$ cat config.mk
export PLATFORM = sky130hd
export DESIGN_NAME = klsup_top
export DESIGN_NICKNAME = d
export VERILOG_FILES = /design/src/klsup_pkg.sv /design/src/klsup_peak.sv /design/src/klsup_top.sv
export SDC_FILE = /design/constraint.sdc
export NUM_CORES = 1
export LEC_CHECK = 0
export ABC_CLOCK_PERIOD_IN_PS = 5820
export BUFFER_PORTS_ARGS = -buffer_cell sky130_fd_sc_hd__buf_2
export CORE_MARGIN = 1
export CORE_UTILIZATION = 64
export CTS_BUF_LIST = sky130_fd_sc_hd__clkbuf_4
export DETAILED_ROUTE_END_ITERATION = 8
export GPL_TIMING_DRIVEN = 0
export MAX_ROUTING_LAYER = met4
export PLACE_DENSITY = 0.82
export SETUP_SLACK_MARGIN = 0.15
export SLEW_MARGIN = 20
export SYNTH_ARGS = -nofsm -noshare
export SYNTH_HDL_FRONTEND = slang
export SYNTH_SLANG_ARGS = --single-unit
$ cat constraint.sdc
create_clock -name clk -period 5.82 [get_ports clk]
set_clock_uncertainty 0.05 [all_clocks]
set_input_delay 0.582 -clock clk [delete_from_list [all_inputs] [get_ports clk]]
set_output_delay 0.582 -clock clk [all_outputs]
set_load 0.05 [all_outputs]
$ cat src/klsup_pkg.sv
// ----------------------------------------------------------------------------
// Notes on behaviour
// - Each cycle compare knock level with retard threshold; flag detonation when reached.
// - While level is at or above threshold, retard rises by the gain setting.
// - Below threshold, retard falls by the fall rate setting.
// - Retard value never exceeds the configured ceiling.
// - Retard at ceiling and still knocking raises the derate request.
// - Derate request drops as soon as knocking stops.
// - After derate release, retard is held for the hold period before falling.
// - Emergency stop asserts when level strictly exceeds the stop threshold.
// - Measurements count only inside the combustion window; others are ignored.
// - Only self-ignition after the ignition event is evaluated, never pre-ignition.
// - Two- and four-stroke, up to 20 cylinders, sync rate at most 1 kHz.
// - Channel count is a parameter, 2 or up to 20, in firing order.
// ----------------------------------------------------------------------------
package klsup_pkg;

  // --------------------------------------------------------------------------
  // Timing
  // --------------------------------------------------------------------------
  localparam int CLK_PERIOD_NS = 10;
  localparam int MIN_SYNC_NS = 1000000;
  localparam int MIN_SYNC_CYC = (MIN_SYNC_NS + CLK_PERIOD_NS - 1) / CLK_PERIOD_NS;
  localparam int MAX_CH = 20;

  // --------------------------------------------------------------------------
  // Register offsets
  // --------------------------------------------------------------------------
  localparam logic [5:0] OFF_RETARD_THR = 6'h00;
  localparam logic [5:0] OFF_STOP_THR = 6'h04;
  localparam logic [5:0] OFF_GAIN = 6'h08;
  localparam logic [5:0] OFF_FALL = 6'h0C;
  localparam logic [5:0] OFF_CEIL = 6'h10;
  localparam logic [5:0] OFF_HOLD = 6'h14;
  localparam logic [5:0] OFF_WIN_DELAY = 6'h18;
  localparam logic [5:0] OFF_WIN_LEN = 6'h1C;
  localparam logic [5:0] OFF_CH_EN = 6'h20;
  localparam logic [5:0] OFF_RETARD = 6'h24;
  localparam logic [5:0] OFF_FLAGS = 6'h28;
  localparam logic [5:0] OFF_LEVEL = 6'h2C;
  localparam logic [5:0] OFF_IRQ_STATUS = 6'h30;
  localparam logic [5:0] OFF_IRQ_MASK = 6'h34;

  // --------------------------------------------------------------------------
  // Reset values
  // --------------------------------------------------------------------------
  localparam logic [15:0] RST_RETARD_THR = 16'h8000;
  localparam logic [15:0] RST_STOP_THR = 16'hC000;
  localparam logic [15:0] RST_GAIN = 16'h0010;
  localparam logic [15:0] RST_FALL = 16'h0004;
  localparam logic [15:0] RST_CEIL = 16'h1000;
  localparam logic [15:0] RST_HOLD = 16'h0010;
  localparam logic [15:0] RST_WIN_DELAY = 16'h0000;
  localparam logic [15:0] RST_WIN_LEN = 16'h0100;
  localparam logic [19:0] RST_CH_EN = 20'hF_FFFF;

  // --------------------------------------------------------------------------
  // Field positions
  // --------------------------------------------------------------------------
  localparam int FLG_DETONATION = 0;
  localparam int FLG_DERATE = 1;
  localparam int FLG_STOP = 2;
  localparam int FLG_STARTED = 3;
  localparam int FLG_HOLDING = 4;
  localparam int IRQ_KNOCK = 0;
  localparam int IRQ_DERATE = 1;
  localparam int IRQ_STOP = 2;
  localparam int IRQ_SYNC_FAST = 3;

  // --------------------------------------------------------------------------
  // Types
  // --------------------------------------------------------------------------
  typedef struct packed {
    logic valid;
    logic [4:0] channel;
    logic [15:0] level;
  } klsup_meas_s;

  typedef struct packed {
    logic detonation;
    logic derate;
    logic stop;
  } klsup_bin_s;

  typedef struct packed {
    logic [15:0] retard_thr;
    logic [15:0] stop_thr;
    logic [15:0] gain;
    logic [15:0] fall;
    logic [15:0] ceil;
    logic [15:0] hold;
    logic [15:0] win_delay;
    logic [15:0] win_len;
    logic [19:0] ch_en;
  } klsup_cfg_s;

  typedef struct packed {
    klsup_cfg_s cfg;
    klsup_bin_s flags;
    logic started;
    logic [15:0] retard;
    logic [15:0] hold_cnt;
    logic [16:0] sync_cnt;
    logic [15:0] win_cnt;
    logic [15:0] last_level;
    logic [3:0] irq_status;
    logic [3:0] irq_mask;
    logic ack;
    logic [31:0] rdata;
  } klsup_state_s;

  typedef struct packed {
    logic [15:0] peak;
  } klsup_peak_s;

  // Byte-lane write merge
  function automatic logic [31:0] klsup_merge(input logic [31:0] old_v,
                                              input logic [31:0] new_v,
                                              input logic [3:0] be);
    logic [31:0] r;
    r = old_v;
    for (int i = 0; i < 4; i++)
    begin
      if (be[i])
        r[i*8 +: 8] = new_v[i*8 +: 8];
    end
    return r;
  endfunction

endpackage

$ cat src/klsup_peak.sv
`timescale 1ns/1ps
module klsup_peak
  import klsup_pkg::*;
#(
  parameter int NUM_CH = MAX_CH
)
(
  input wire logic clk,
  input wire logic reset_n,
  input wire logic clear,
  input wire logic win_open,
  input klsup_meas_s meas,
  input wire logic [19:0] ch_en,
  output logic [15:0] peak
);

  klsup_peak_s s_reg;
  klsup_peak_s s_next;
  logic [NUM_CH-1:0] ch_hit;
  logic accept;

  // --------------------------------------------------------------------------
  // Channel match
  // --------------------------------------------------------------------------
  generate
    for (genvar i = 0; i < NUM_CH; i++)
    begin : g_ch
      assign ch_hit[i] = (meas.channel == 5'(i)) && ch_en[i];
    end
  endgenerate

  assign accept = meas.valid && win_open && (|ch_hit);

  always_comb
  begin
    s_next = s_reg;
    if (clear)
      s_next.peak = 16'h0000;
    else if (accept && meas.level > s_reg.peak)
      s_next.peak = meas.level;
  end

  always_ff @(posedge clk or negedge reset_n)
  begin
    if (!reset_n)
      s_reg <= '0;
    else
      s_reg <= s_next;
  end

  assign peak = s_reg.peak;
endmodule // klsup_peak

$ cat src/klsup_top.sv
// The Avalon-MM interface to the registers and the register offsets were decided locally.
`timescale 1ns/1ps
module klsup_top
  import klsup_pkg::*;
#(
  parameter int NUM_CH = MAX_CH,
  parameter logic [16:0] MIN_SYNC_CYCLES = 17'(MIN_SYNC_CYC)
)
(
  input wire logic clk,
  input wire logic reset_n,
  input wire logic [5:0] avs_address,
  input wire logic avs_read,
  input wire logic avs_write,
  input wire logic [31:0] avs_writedata,
  input wire logic [3:0] avs_byteenable,
  output logic [31:0] avs_readdata,
  output logic avs_waitrequest,
  input wire logic sync_pulse,
  input klsup_meas_s meas,
  output logic detonation_flag,
  output logic derate_request,
  output logic emergency_stop_flag,
  output logic [15:0] retard_value,
  output logic irq
);

  klsup_state_s s_reg;
  klsup_state_s s_next;
  logic [15:0] peak;
  logic win_open;
  logic sync_ok;
  logic eval;
  logic knock;
  logic stop_hit;
  logic at_ceil;
  logic req;
  logic wr_fire;
  logic [16:0] win_end;
  logic [16:0] rise_sum;

  // --------------------------------------------------------------------------
  // Window and sync qualification
  // --------------------------------------------------------------------------
  assign win_end = {1'b0, s_reg.cfg.win_delay} + {1'b0, s_reg.cfg.win_len};
  assign win_open = s_reg.started && (s_reg.win_cnt >= s_reg.cfg.win_delay)
                    && ({1'b0, s_reg.win_cnt} < win_end);
  assign sync_ok = sync_pulse
                   && (!s_reg.started || s_reg.sync_cnt >= MIN_SYNC_CYCLES - 17'd1);
  assign eval = sync_ok && s_reg.started;
  assign knock = peak >= s_reg.cfg.retard_thr;
  assign stop_hit = peak > s_reg.cfg.stop_thr;
  assign at_ceil = s_reg.retard >= s_reg.cfg.ceil;
  assign rise_sum = {1'b0, s_reg.retard} + {1'b0, s_reg.cfg.gain};
  assign req = avs_read || avs_write;
  assign wr_fire = avs_write && s_reg.ack;

  klsup_peak #(
    .NUM_CH(NUM_CH)
  ) u_peak (
    .clk(clk),
    .reset_n(reset_n),
    .clear(sync_ok),
    .win_open(win_open),
    .meas(meas),
    .ch_en(s_reg.cfg.ch_en),
    .peak(peak)
  );

  // --------------------------------------------------------------------------
  // Next state
  // --------------------------------------------------------------------------
  always_comb
  begin
    logic [16:0] ret;
    logic [31:0] wv;
    logic [3:0] clr;
    logic [3:0] ev;
    s_next = s_reg;
    ret = {1'b0, s_reg.retard};
    wv = 32'h0000_0000;
    clr = 4'h0;
    ev = 4'h0;

    // Bus handshake and read data
    s_next.ack = req && !s_reg.ack;
    if (req && !s_reg.ack)
    begin
      unique case (avs_address)
        OFF_RETARD_THR: s_next.rdata = {16'h0000, s_reg.cfg.retard_thr};
        OFF_STOP_THR: s_next.rdata = {16'h0000, s_reg.cfg.stop_thr};
        OFF_GAIN: s_next.rdata = {16'h0000, s_reg.cfg.gain};
        OFF_FALL: s_next.rdata = {16'h0000, s_reg.cfg.fall};
        OFF_CEIL: s_next.rdata = {16'h0000, s_reg.cfg.ceil};
        OFF_HOLD: s_next.rdata = {16'h0000, s_reg.cfg.hold};
        OFF_WIN_DELAY: s_next.rdata = {16'h0000, s_reg.cfg.win_delay};
        OFF_WIN_LEN: s_next.rdata = {16'h0000, s_reg.cfg.win_len};
        OFF_CH_EN: s_next.rdata = {12'h000, s_reg.cfg.ch_en};
        OFF_RETARD: s_next.rdata = {16'h0000, s_reg.retard};
        OFF_FLAGS: s_next.rdata = {27'h000_0000, (s_reg.hold_cnt != 16'h0000),
                                   s_reg.started, s_reg.flags.stop,
                                   s_reg.flags.derate, s_reg.flags.detonation};
        OFF_LEVEL: s_next.rdata = {16'h0000, s_reg.last_level};
        OFF_IRQ_STATUS: s_next.rdata = {28'h000_0000, s_reg.irq_status};
        OFF_IRQ_MASK: s_next.rdata = {28'h000_0000, s_reg.irq_mask};
        default: s_next.rdata = 32'h0000_0000;
      endcase
    end

    // Register writes
    if (wr_fire)
    begin
      unique case (avs_address)
        OFF_RETARD_THR:
        begin
          wv = klsup_merge({16'h0000, s_reg.cfg.retard_thr}, avs_writedata, avs_byteenable);
          s_next.cfg.retard_thr = wv[15:0];
        end
        OFF_STOP_THR:
        begin
          wv = klsup_merge({16'h0000, s_reg.cfg.stop_thr}, avs_writedata, avs_byteenable);
          s_next.cfg.stop_thr = wv[15:0];
        end
        OFF_GAIN:
        begin
          wv = klsup_merge({16'h0000, s_reg.cfg.gain}, avs_writedata, avs_byteenable);
          s_next.cfg.gain = wv[15:0];
        end
        OFF_FALL:
        begin
          wv = klsup_merge({16'h0000, s_reg.cfg.fall}, avs_writedata, avs_byteenable);
          s_next.cfg.fall = wv[15:0];
        end
        OFF_CEIL:
        begin
          wv = klsup_merge({16'h0000, s_reg.cfg.ceil}, avs_writedata, avs_byteenable);
          s_next.cfg.ceil = wv[15:0];
        end
        OFF_HOLD:
        begin
          wv = klsup_merge({16'h0000, s_reg.cfg.hold}, avs_writedata, avs_byteenable);
          s_next.cfg.hold = wv[15:0];
        end
        OFF_WIN_DELAY:
        begin
          wv = klsup_merge({16'h0000, s_reg.cfg.win_delay}, avs_writedata, avs_byteenable);
          s_next.cfg.win_delay = wv[15:0];
        end
        OFF_WIN_LEN:
        begin
          wv = klsup_merge({16'h0000, s_reg.cfg.win_len}, avs_writedata, avs_byteenable);
          s_next.cfg.win_len = wv[15:0];
        end
        OFF_CH_EN:
        begin
          wv = klsup_merge({12'h000, s_reg.cfg.ch_en}, avs_writedata, avs_byteenable);
          s_next.cfg.ch_en = wv[19:0];
        end
        OFF_IRQ_STATUS:
        begin
          if (avs_byteenable[0])
            clr = avs_writedata[3:0];
        end
        OFF_IRQ_MASK:
        begin
          if (avs_byteenable[0])
            s_next.irq_mask = avs_writedata[3:0];
        end
        default:
        begin
        end
      endcase
    end

    // Cycle reference and window counters
    if (sync_ok)
    begin
      s_next.started = 1'b1;
      s_next.sync_cnt = 17'h0_0000;
      s_next.win_cnt = 16'h0000;
    end
    else
    begin
      if (s_reg.sync_cnt != 17'h1_FFFF)
        s_next.sync_cnt = s_reg.sync_cnt + 17'h0_0001;
      if (s_reg.win_cnt != 16'hFFFF)
        s_next.win_cnt = s_reg.win_cnt + 16'h0001;
    end

    // Per-cycle evaluation
    if (eval)
    begin
      s_next.last_level = peak;
      s_next.flags.stop = stop_hit;
      if (knock)
      begin
        s_next.flags.detonation = 1'b1;
        s_next.flags.derate = at_ceil;
        s_next.hold_cnt = 16'h0000;
        ret = rise_sum;
      end
      else
      begin
        s_next.flags.detonation = 1'b0;
        s_next.flags.derate = 1'b0;
        if (s_reg.flags.derate)
          s_next.hold_cnt = s_reg.cfg.hold;
        else if (s_reg.hold_cnt != 16'h0000)
          s_next.hold_cnt = s_reg.hold_cnt - 16'h0001;
        else if (s_reg.retard > s_reg.cfg.fall)
          ret = {1'b0, s_reg.retard - s_reg.cfg.fall};
        else
          ret = 17'h0_0000;
      end
    end
    if (ret > {1'b0, s_reg.cfg.ceil})
      s_next.retard = s_reg.cfg.ceil;
    else
      s_next.retard = ret[15:0];

    // Interrupt status, set wins over clear
    ev[IRQ_KNOCK] = eval && knock;
    ev[IRQ_DERATE] = eval && knock && at_ceil && !s_reg.flags.derate;
    ev[IRQ_STOP] = eval && stop_hit;
    ev[IRQ_SYNC_FAST] = sync_pulse && !sync_ok;
    s_next.irq_status = (s_reg.irq_status & ~clr) | ev;
  end

  // --------------------------------------------------------------------------
  // State register
  // --------------------------------------------------------------------------
  always_ff @(posedge clk or negedge reset_n)
  begin
    if (!reset_n)
    begin
      s_reg <= '0;
      s_reg.cfg.retard_thr <= RST_RETARD_THR;
      s_reg.cfg.stop_thr <= RST_STOP_THR;
      s_reg.cfg.gain <= RST_GAIN;
      s_reg.cfg.fall <= RST_FALL;
      s_reg.cfg.ceil <= RST_CEIL;
      s_reg.cfg.hold <= RST_HOLD;
      s_reg.cfg.win_delay <= RST_WIN_DELAY;
      s_reg.cfg.win_len <= RST_WIN_LEN;
      s_reg.cfg.ch_en <= RST_CH_EN;
    end
    else
      s_reg <= s_next;
  end

  // --------------------------------------------------------------------------
  // Outputs
  // --------------------------------------------------------------------------
  assign avs_readdata = s_reg.rdata;
  assign avs_waitrequest = req && !s_reg.ack;
  assign detonation_flag = s_reg.flags.detonation;
  assign derate_request = s_reg.flags.derate;
  assign emergency_stop_flag = s_reg.flags.stop;
  assign retard_value = s_reg.retard;
  assign irq = |(s_reg.irq_status & s_reg.irq_mask);
endmodule // klsup_top

==> results of run 1 <==
## worst reg2reg max path, stage by stage (launching register included)
cell and delay [ns]:
dfstp_2 0.55, inv_1 0.05, ha_1 0.32, nand4_1 0.16, nor3_2 0.33, o311ai_1 0.27, o211ai_1 0.17, buf_4 0.21
buf_2 0.25, nand2b_1 0.32, nor2_1 0.12, a211o_1 0.35, ha_1 0.29, nand4_1 0.11, nor2_1 0.28, nand2_1 0.13
o32a_1 0.35, o21ai_1 0.15, nand3_2 0.26, clkbuf_4 0.32, mux2_1 0.35
## per-stage QoR
stage / worst slack [ns] / area, µm² / total power [µW] / util [%]
2_1_floorplan: 1.31 / 18000 / 4500 / -
3_3_place_gp: -0.944 / 18900 / 5290 / 69.5
3_5_place_dp: 0.00180 / 19100 / 5390 / 70.0
4_1_cts: 0.217 / 20000 / 7120 / 73.4
5_1_grt: 0.177 / 20000 / 7600 / 73.4
6_report: 0.301 / 20000 / 7190 / 73.4
## area by class of cell
cell class	count	area, µm²
antenna	1	2.50
sequential	278	6990
timing repair buffer	99	583
clock buffer	103	773
fill	2042	7250
clock inverter	24	128
multi-input combinational	1300	10000
inverter	115	432
buffer	108	598
tap	372	465
## path summary, 6_finish.rpt
| check | slack, ns | endpoint | startpoint | cells after the start |
|---|---|---|---|---|
| max | 0.30 | retard_value[8] | s_reg[273] | 20 |
| max in group asynchronous | 4.22 | s_reg[132] | reset_n | 4 |
| max reg2reg | 0.30 | retard_value[8] | s_reg[273] | 20 |
| min in group asynchronous | 0.33 | retard_value[1] | reset_n | 2 |
| min reg2reg | 0.44 | s_reg[54] | s_reg[54] | 2 |
| min | 0.07 | u_peak.peak[0] | meas[0] | 3 |
## layer usage
metal	up-vias	track usage (%)
met2	998	61.8
met4	0	24.2
li1	6981	-
met1	7582	51.6
met5	-	-
met3	255	8.49
## synthesized netlist by cell type, types with 8 or more instances
| master | n |
|---|---|
| a211oi_1 | 12 |
| a21o_1 | 31 |
| a21oi_1 | 87 |
| a221oi_1 | 11 |
| a222oi_1 | 43 |
| a22o_1 | 28 |
| a22oi_1 | 20 |
| a31oi_1 | 8 |
| and3_1 | 14 |
| buf_4 | 48 |
| clkbuf_1 | 50 |
| dfrtp_1 | 250 |
| dfstp_2 | 28 |
| ha_1 | 163 |
| inv_1 | 115 |
| mux2_2 | 163 |
| nand2_1 | 129 |
| nand2b_1 | 16 |
| nand3_1 | 53 |
| nand4_1 | 27 |
| nor2_1 | 104 |
| nor2b_1 | 14 |
| nor3_1 | 30 |
| o211ai_1 | 13 |
| o21a_1 | 15 |
| o21ai_0 | 91 |
| o31ai_1 | 10 |
| or3_1 | 12 |
| xnor2_1 | 34 |
| xor2_1 | 31 |
## what timing repair did
action,in CTS,in global routing
buffers inserted,1,0
resized for setup,3,4
endpoints found under the hold margin,42,0
setup endpoints to repair,9,10
pin swaps,1,1
hold buffers,1,0
## kinds of logic (layout without fill, tap and decap cells)
group                    Yosys count  after routing  synth area share (%)
AO/OA/AOI/OAI                    430            430                  16.7
buffers and inverters            223            449                  5.71
other                              1             13                0.0209
flip-flops                       278            278                  38.9
adder cells (fa/ha/maj)          166            166                  11.7
XOR/XNOR                          65             65                  3.17
AND/OR/NAND/NOR                  447            447                  12.2
multiplexers                     180            180                  11.6
## power by group
group / switching (µW) / internal (µW)
registers: 398 / 2210
logic: 1710 / 1160
clock network: 847 / 864
==> impl_metrics.toml, run 1 <==
[sta]
setup_tns_ns = 0
fmax_ghz = 0.181
finalSetupViolCount = 0
holdWs_ns = 0.0729
rsz0062_at_grt = "no"
maxSlewHeadroom_pct = 25.5
timing.final.hold_violations = 0
tightestPinTransition_ns = 1.11
finalMaxSlewViolations = 0
fin_crit_ns = 5.52
post-route-period-util_pct = 94.8

[route]
wl_um = 56200
dr.pass1.iters = 9
route.met2.wl_um = 25200
routedWlPerCell_um = 23.4
drt-vias-per-instance = 6.59
ant_nets = 0
drt-met1-wl_um = 21500
top_layer_used = "met4"
drc = 0
drt_iter0_markers = 2090
vias = 15800
route.met3.wl_um = 5860

[floorplanning]
die_area_um2 = 28800
core-area_um2 = 27300
io_pins = 122
num_rows = 60
die_w_um = 170
start_util_pct = 66.0
dieHeight_um = 170

[critical_path]
startpoint_type = "flop"
crit_type = "flop to flop"
cp-end-kind = "flop"
required_ns = 6.34
crit_arrival_ns = 6.04
worst-path-buf-inv = 4
path_cells = "inv_1 > ha_1 > nand4_1 > nor3_2 > o311ai_1 > o211ai_1 > buf_4 > buf_2 > nand2b_1 > nor2_1 > a211o_1 > ha_1 > nand4_1 > nor2_1 > nand2_1 > o32a_1 > o21ai_1 > nand3_2 > clkbuf_4 > mux2_1"
cp_top_family = "simple AND/OR/NAND/NOR gates"
slowest_stage = "dfstp_2"
path_max_fanout = 10
slowest_delay_ns = 0.55

[clocking]
cts_root_buf = "clkbuf_4"
htreeDepth = 3
clk_latency_ns = 0.72
numCtsBuffers = 76
clk_pin_slew_worst_paths_ns = 0.07
clock_sinks = 278
ctsLongestPathBuffers = 3
cts_tree = "done"

[place]
port_buffers = 93
gp_congestion = 1.00
dp.cells = 2270
dp_hpwl_um = 42900

[logic_synthesis]
syn_avg_cell_area_um2 = 10.0
synth-seq-cells = 278
syn_area_um2 = 18000
synth.distinct_cells = 84
synth_warnings = 0
synth-edff-count = 0
yosysSeqAreaShare_pct = 38.9
syn-instance-count = 1790
ys_async_sr_fraction_pct = 100
synth_area_leader_cell = "dfrtp_1"
synth_top_area_share_pct = 34.8
synth_ff_type = "dfrtp_1"
synthTopCellsByArea = "dfrtp_1, ha_1, mux2_2"

[run_status]
status = "complete, no violations"

[pwr]
max-vdd-ir-drop_mv = 0.327
p_leak_uw = 0.00960
p_per_area_nw_per_um2 = 359

[global_routing]
antenna_found_initial = 2
grt_util_all_layers_pct = 41.2
gr-total-overflow = 0
grt_pass1_wl_um = 86700
grt_start_max_net_pins = 85
grt_pass1_vias = 15500

[finish]
largest_reg_flops = 223
finalNonFillerCells = 2400
drive_gt1_share_pct = 24.0
syn_to_final_growth_pct = 11.3
fin_nets = 2213
mostFrequentLayoutCell = "dfrtp_1"
final_cell_mix = "dfrtp_1, mux2_2, ha_1"

[flow_run]
maxCapViolCount = 0

[min_path]
hp-class = "input pin to flop"
No activity file was read; power rests on OpenSTA's default activity.
==> run 2: changes to the inputs <==
BUFFER_PORTS_ARGS = -buffer_cell sky130_fd_sc_hd__clkbuf_2   (was -buffer_cell sky130_fd_sc_hd__buf_2)
REMOVE_ABC_BUFFERS = 1   (was default)
==> run 2 against run 1 <==
Clock power rose by 8%. Cell count down 3.5%. Critical path depth stayed put. Sequential share of layout area grew 0.39 points. Cell area shrank 1.1%. Via count decreased by 3.5%. Highest routed layer unchanged. Power grew 1.6%. Die area unchanged.
==> impl_metrics.toml, run 2 (synthesized netlist as in run 1, its figures left out) <==
[run_status]
status = "complete, no violations"

[floorplanning]
dieHeight_um = 170
core-area_um2 = 27300
start_util_pct = 66.0
die_area_um2 = 28800
io_pins = 122
num_rows = 60
die_w_um = 170

[sta]
finalSetupViolCount = 0
setup_tns_ns = 0
fin_crit_ns = 5.53
maxSlewHeadroom_pct = 29.7
finalMaxSlewViolations = 0
fmax_ghz = 0.181
rsz0062_at_grt = "no"
tightestPinTransition_ns = 1.03
post-route-period-util_pct = 95.0
timing.final.hold_violations = 0
holdWs_ns = 0.0752

[flow_run]
maxCapViolCount = 0

[clocking]
clk_pin_slew_worst_paths_ns = 0.07
cts_root_buf = "clkbuf_4"
clock_sinks = 278
cts_tree = "done"
numCtsBuffers = 73
clk_latency_ns = 0.70
post_cts_buffers = 0
htreeDepth = 3
ctsLongestPathBuffers = 3

[route]
wl_um = 53900
drt_iter0_markers = 1935
routedWlPerCell_um = 23.2
dr.pass1.iters = 7
vias = 15300
drc = 0
ant_nets = 0
drt-vias-per-instance = 6.59

[critical_path]
crit_start = "s_reg[273]"
crit_end = "retard_value[11]"
crit_arrival_ns = 6.04
crit_type = "flop to flop"
r2r_slack_ns = 0.29
r2r-end = "retard_value[11]"
reg2reg_depth = 20
path_max_fanout = 16
startpoint_type = "flop"
worstReg2RegStart = "s_reg[273]"
cp-end-kind = "flop"
required_ns = 6.33

[place]
dp_hpwl_um = 40400
port_buffers = 96
gp_congestion = 0.991

[global_routing]
grt_pass1_vias = 15100
grt_util_all_layers_pct = 39.5
antenna_found_initial = 1
gr-total-overflow = 0
grt_start_max_net_pins = 98
grt_pass1_wl_um = 83500

[pwr]
p_leak_uw = 0.00940
max-vdd-ir-drop_mv = 0.300
p_per_area_nw_per_um2 = 369

[finish]
final_cell_mix = "dfrtp_1, mux2_2, ha_1"
fin_nets = 2120
largest_reg_flops = 223
drive_gt1_share_pct = 24.1
syn_to_final_growth_pct = 10.0
fillers = 1992
mostFrequentLayoutCell = "dfrtp_1"

[min_path]
hp-class = "input pin to flop"
-- run 2: changes by cell type in the layout (fill, tap and decap cells not counted), sizes merged --
cell      before  now
clkbuf       154  206
buf          155   20
inv          117  115
bufinv         1    3
clkinvlp       2    1
clkinv        19   20
-- run 2: per-layer routing --
| metal | routed length, µm | track usage, % | share of wire (%) |
|---|---|---|---|
| met3 | 5090 | 7.51 | 9.5 |
| met5 | 0 | - | 0 |
| met1 | 21100 | 50.1 | 39 |
| met4 | 2710 | 21.4 | 5.0 |
| met2 | 25000 | 60.1 | 46 |
-- run 2: power by group --
| group | switching, µW | internal (µW) | leakage, µW |
|---|---|---|---|
| clock | 847 | 1000 | 0.000587 |
| combinational | 1680 | 1140 | 0.00516 |
| sequential | 428 | 2210 | 0.00365 |
-- run 2: worst min path at each step --
stage / from / to / slack (ns) / cells past startpoint
floorplan: reset_n / avs_readdata[0] / 0.24 / 0
global placement: s_reg[47] / s_reg[47] / 0.43 / 2
detailed placement: s_reg[47] / s_reg[47] / 0.43 / 2
CTS: meas[0] / u_peak.peak[0] / 0.03 / 3
global route: meas[0] / u_peak.peak[0] / 0.05 / 3
finish: meas[0] / u_peak.peak[0] / 0.08 / 3
-- run 2: what timing repair did --
action | CTS | global route
hold buffers | 1 | 0
endpoints found under the setup margin | 16 | 17
resized for setup | 4 | 3
endpoints found under the hold margin | 55 | 0
pin swaps | 0 | 1
-- run 2: critical path, cell delays in order (launching register included) --
cell	delay, ns
dfstp_2	0.56
inv_1	0.04
ha_1	0.31
nand4_1	0.17
nor3_2	0.39
o311ai_0	0.36
o211ai_1	0.20
buf_4	0.21
buf_4	0.21
buf_4	0.20
nand2_2	0.23
nor3b_1	0.29
a221o_1	0.18
ha_1	0.25
nand4_1	0.10
nor2_1	0.11
a211oi_1	0.27
o211ai_1	0.24
o21ai_2	0.30
nand3_4	0.29
mux2_1	0.40
-- run 2: stage by stage --
step | setup slack [ns] | utilization, % | instances | instance area (µm²) | power [µW]
2_1_floorplan | 0.959 | - | 1693 | 17400 | 4420
3_3_place_gp | -1.55 | 67.4 | 2161 | 18400 | 5230
3_5_place_dp | -0.318 | 68.7 | 2180 | 18700 | 5380
4_1_cts | 0.207 | 72.4 | 2315 | 19700 | 7260
5_1_grt | 0.170 | 72.6 | 2317 | 19800 | 7750
6_report | 0.290 | 72.6 | 2317 | 19800 | 7310
-- run 2: final cells by class --
class / instances / area (µm²) / area share [%]
antenna: 1 / 2.50 / 0.0127
clock buffer: 110 / 826 / 4.18
clock inverter: 24 / 176 / 0.892
inverter: 115 / 432 / 2.18
multi-input combinational: 1300 / 10100 / 51.0
sequential: 278 / 6990 / 35.4
tap: 372 / 465 / 2.35
timing repair buffer: 117 / 795 / 4.02
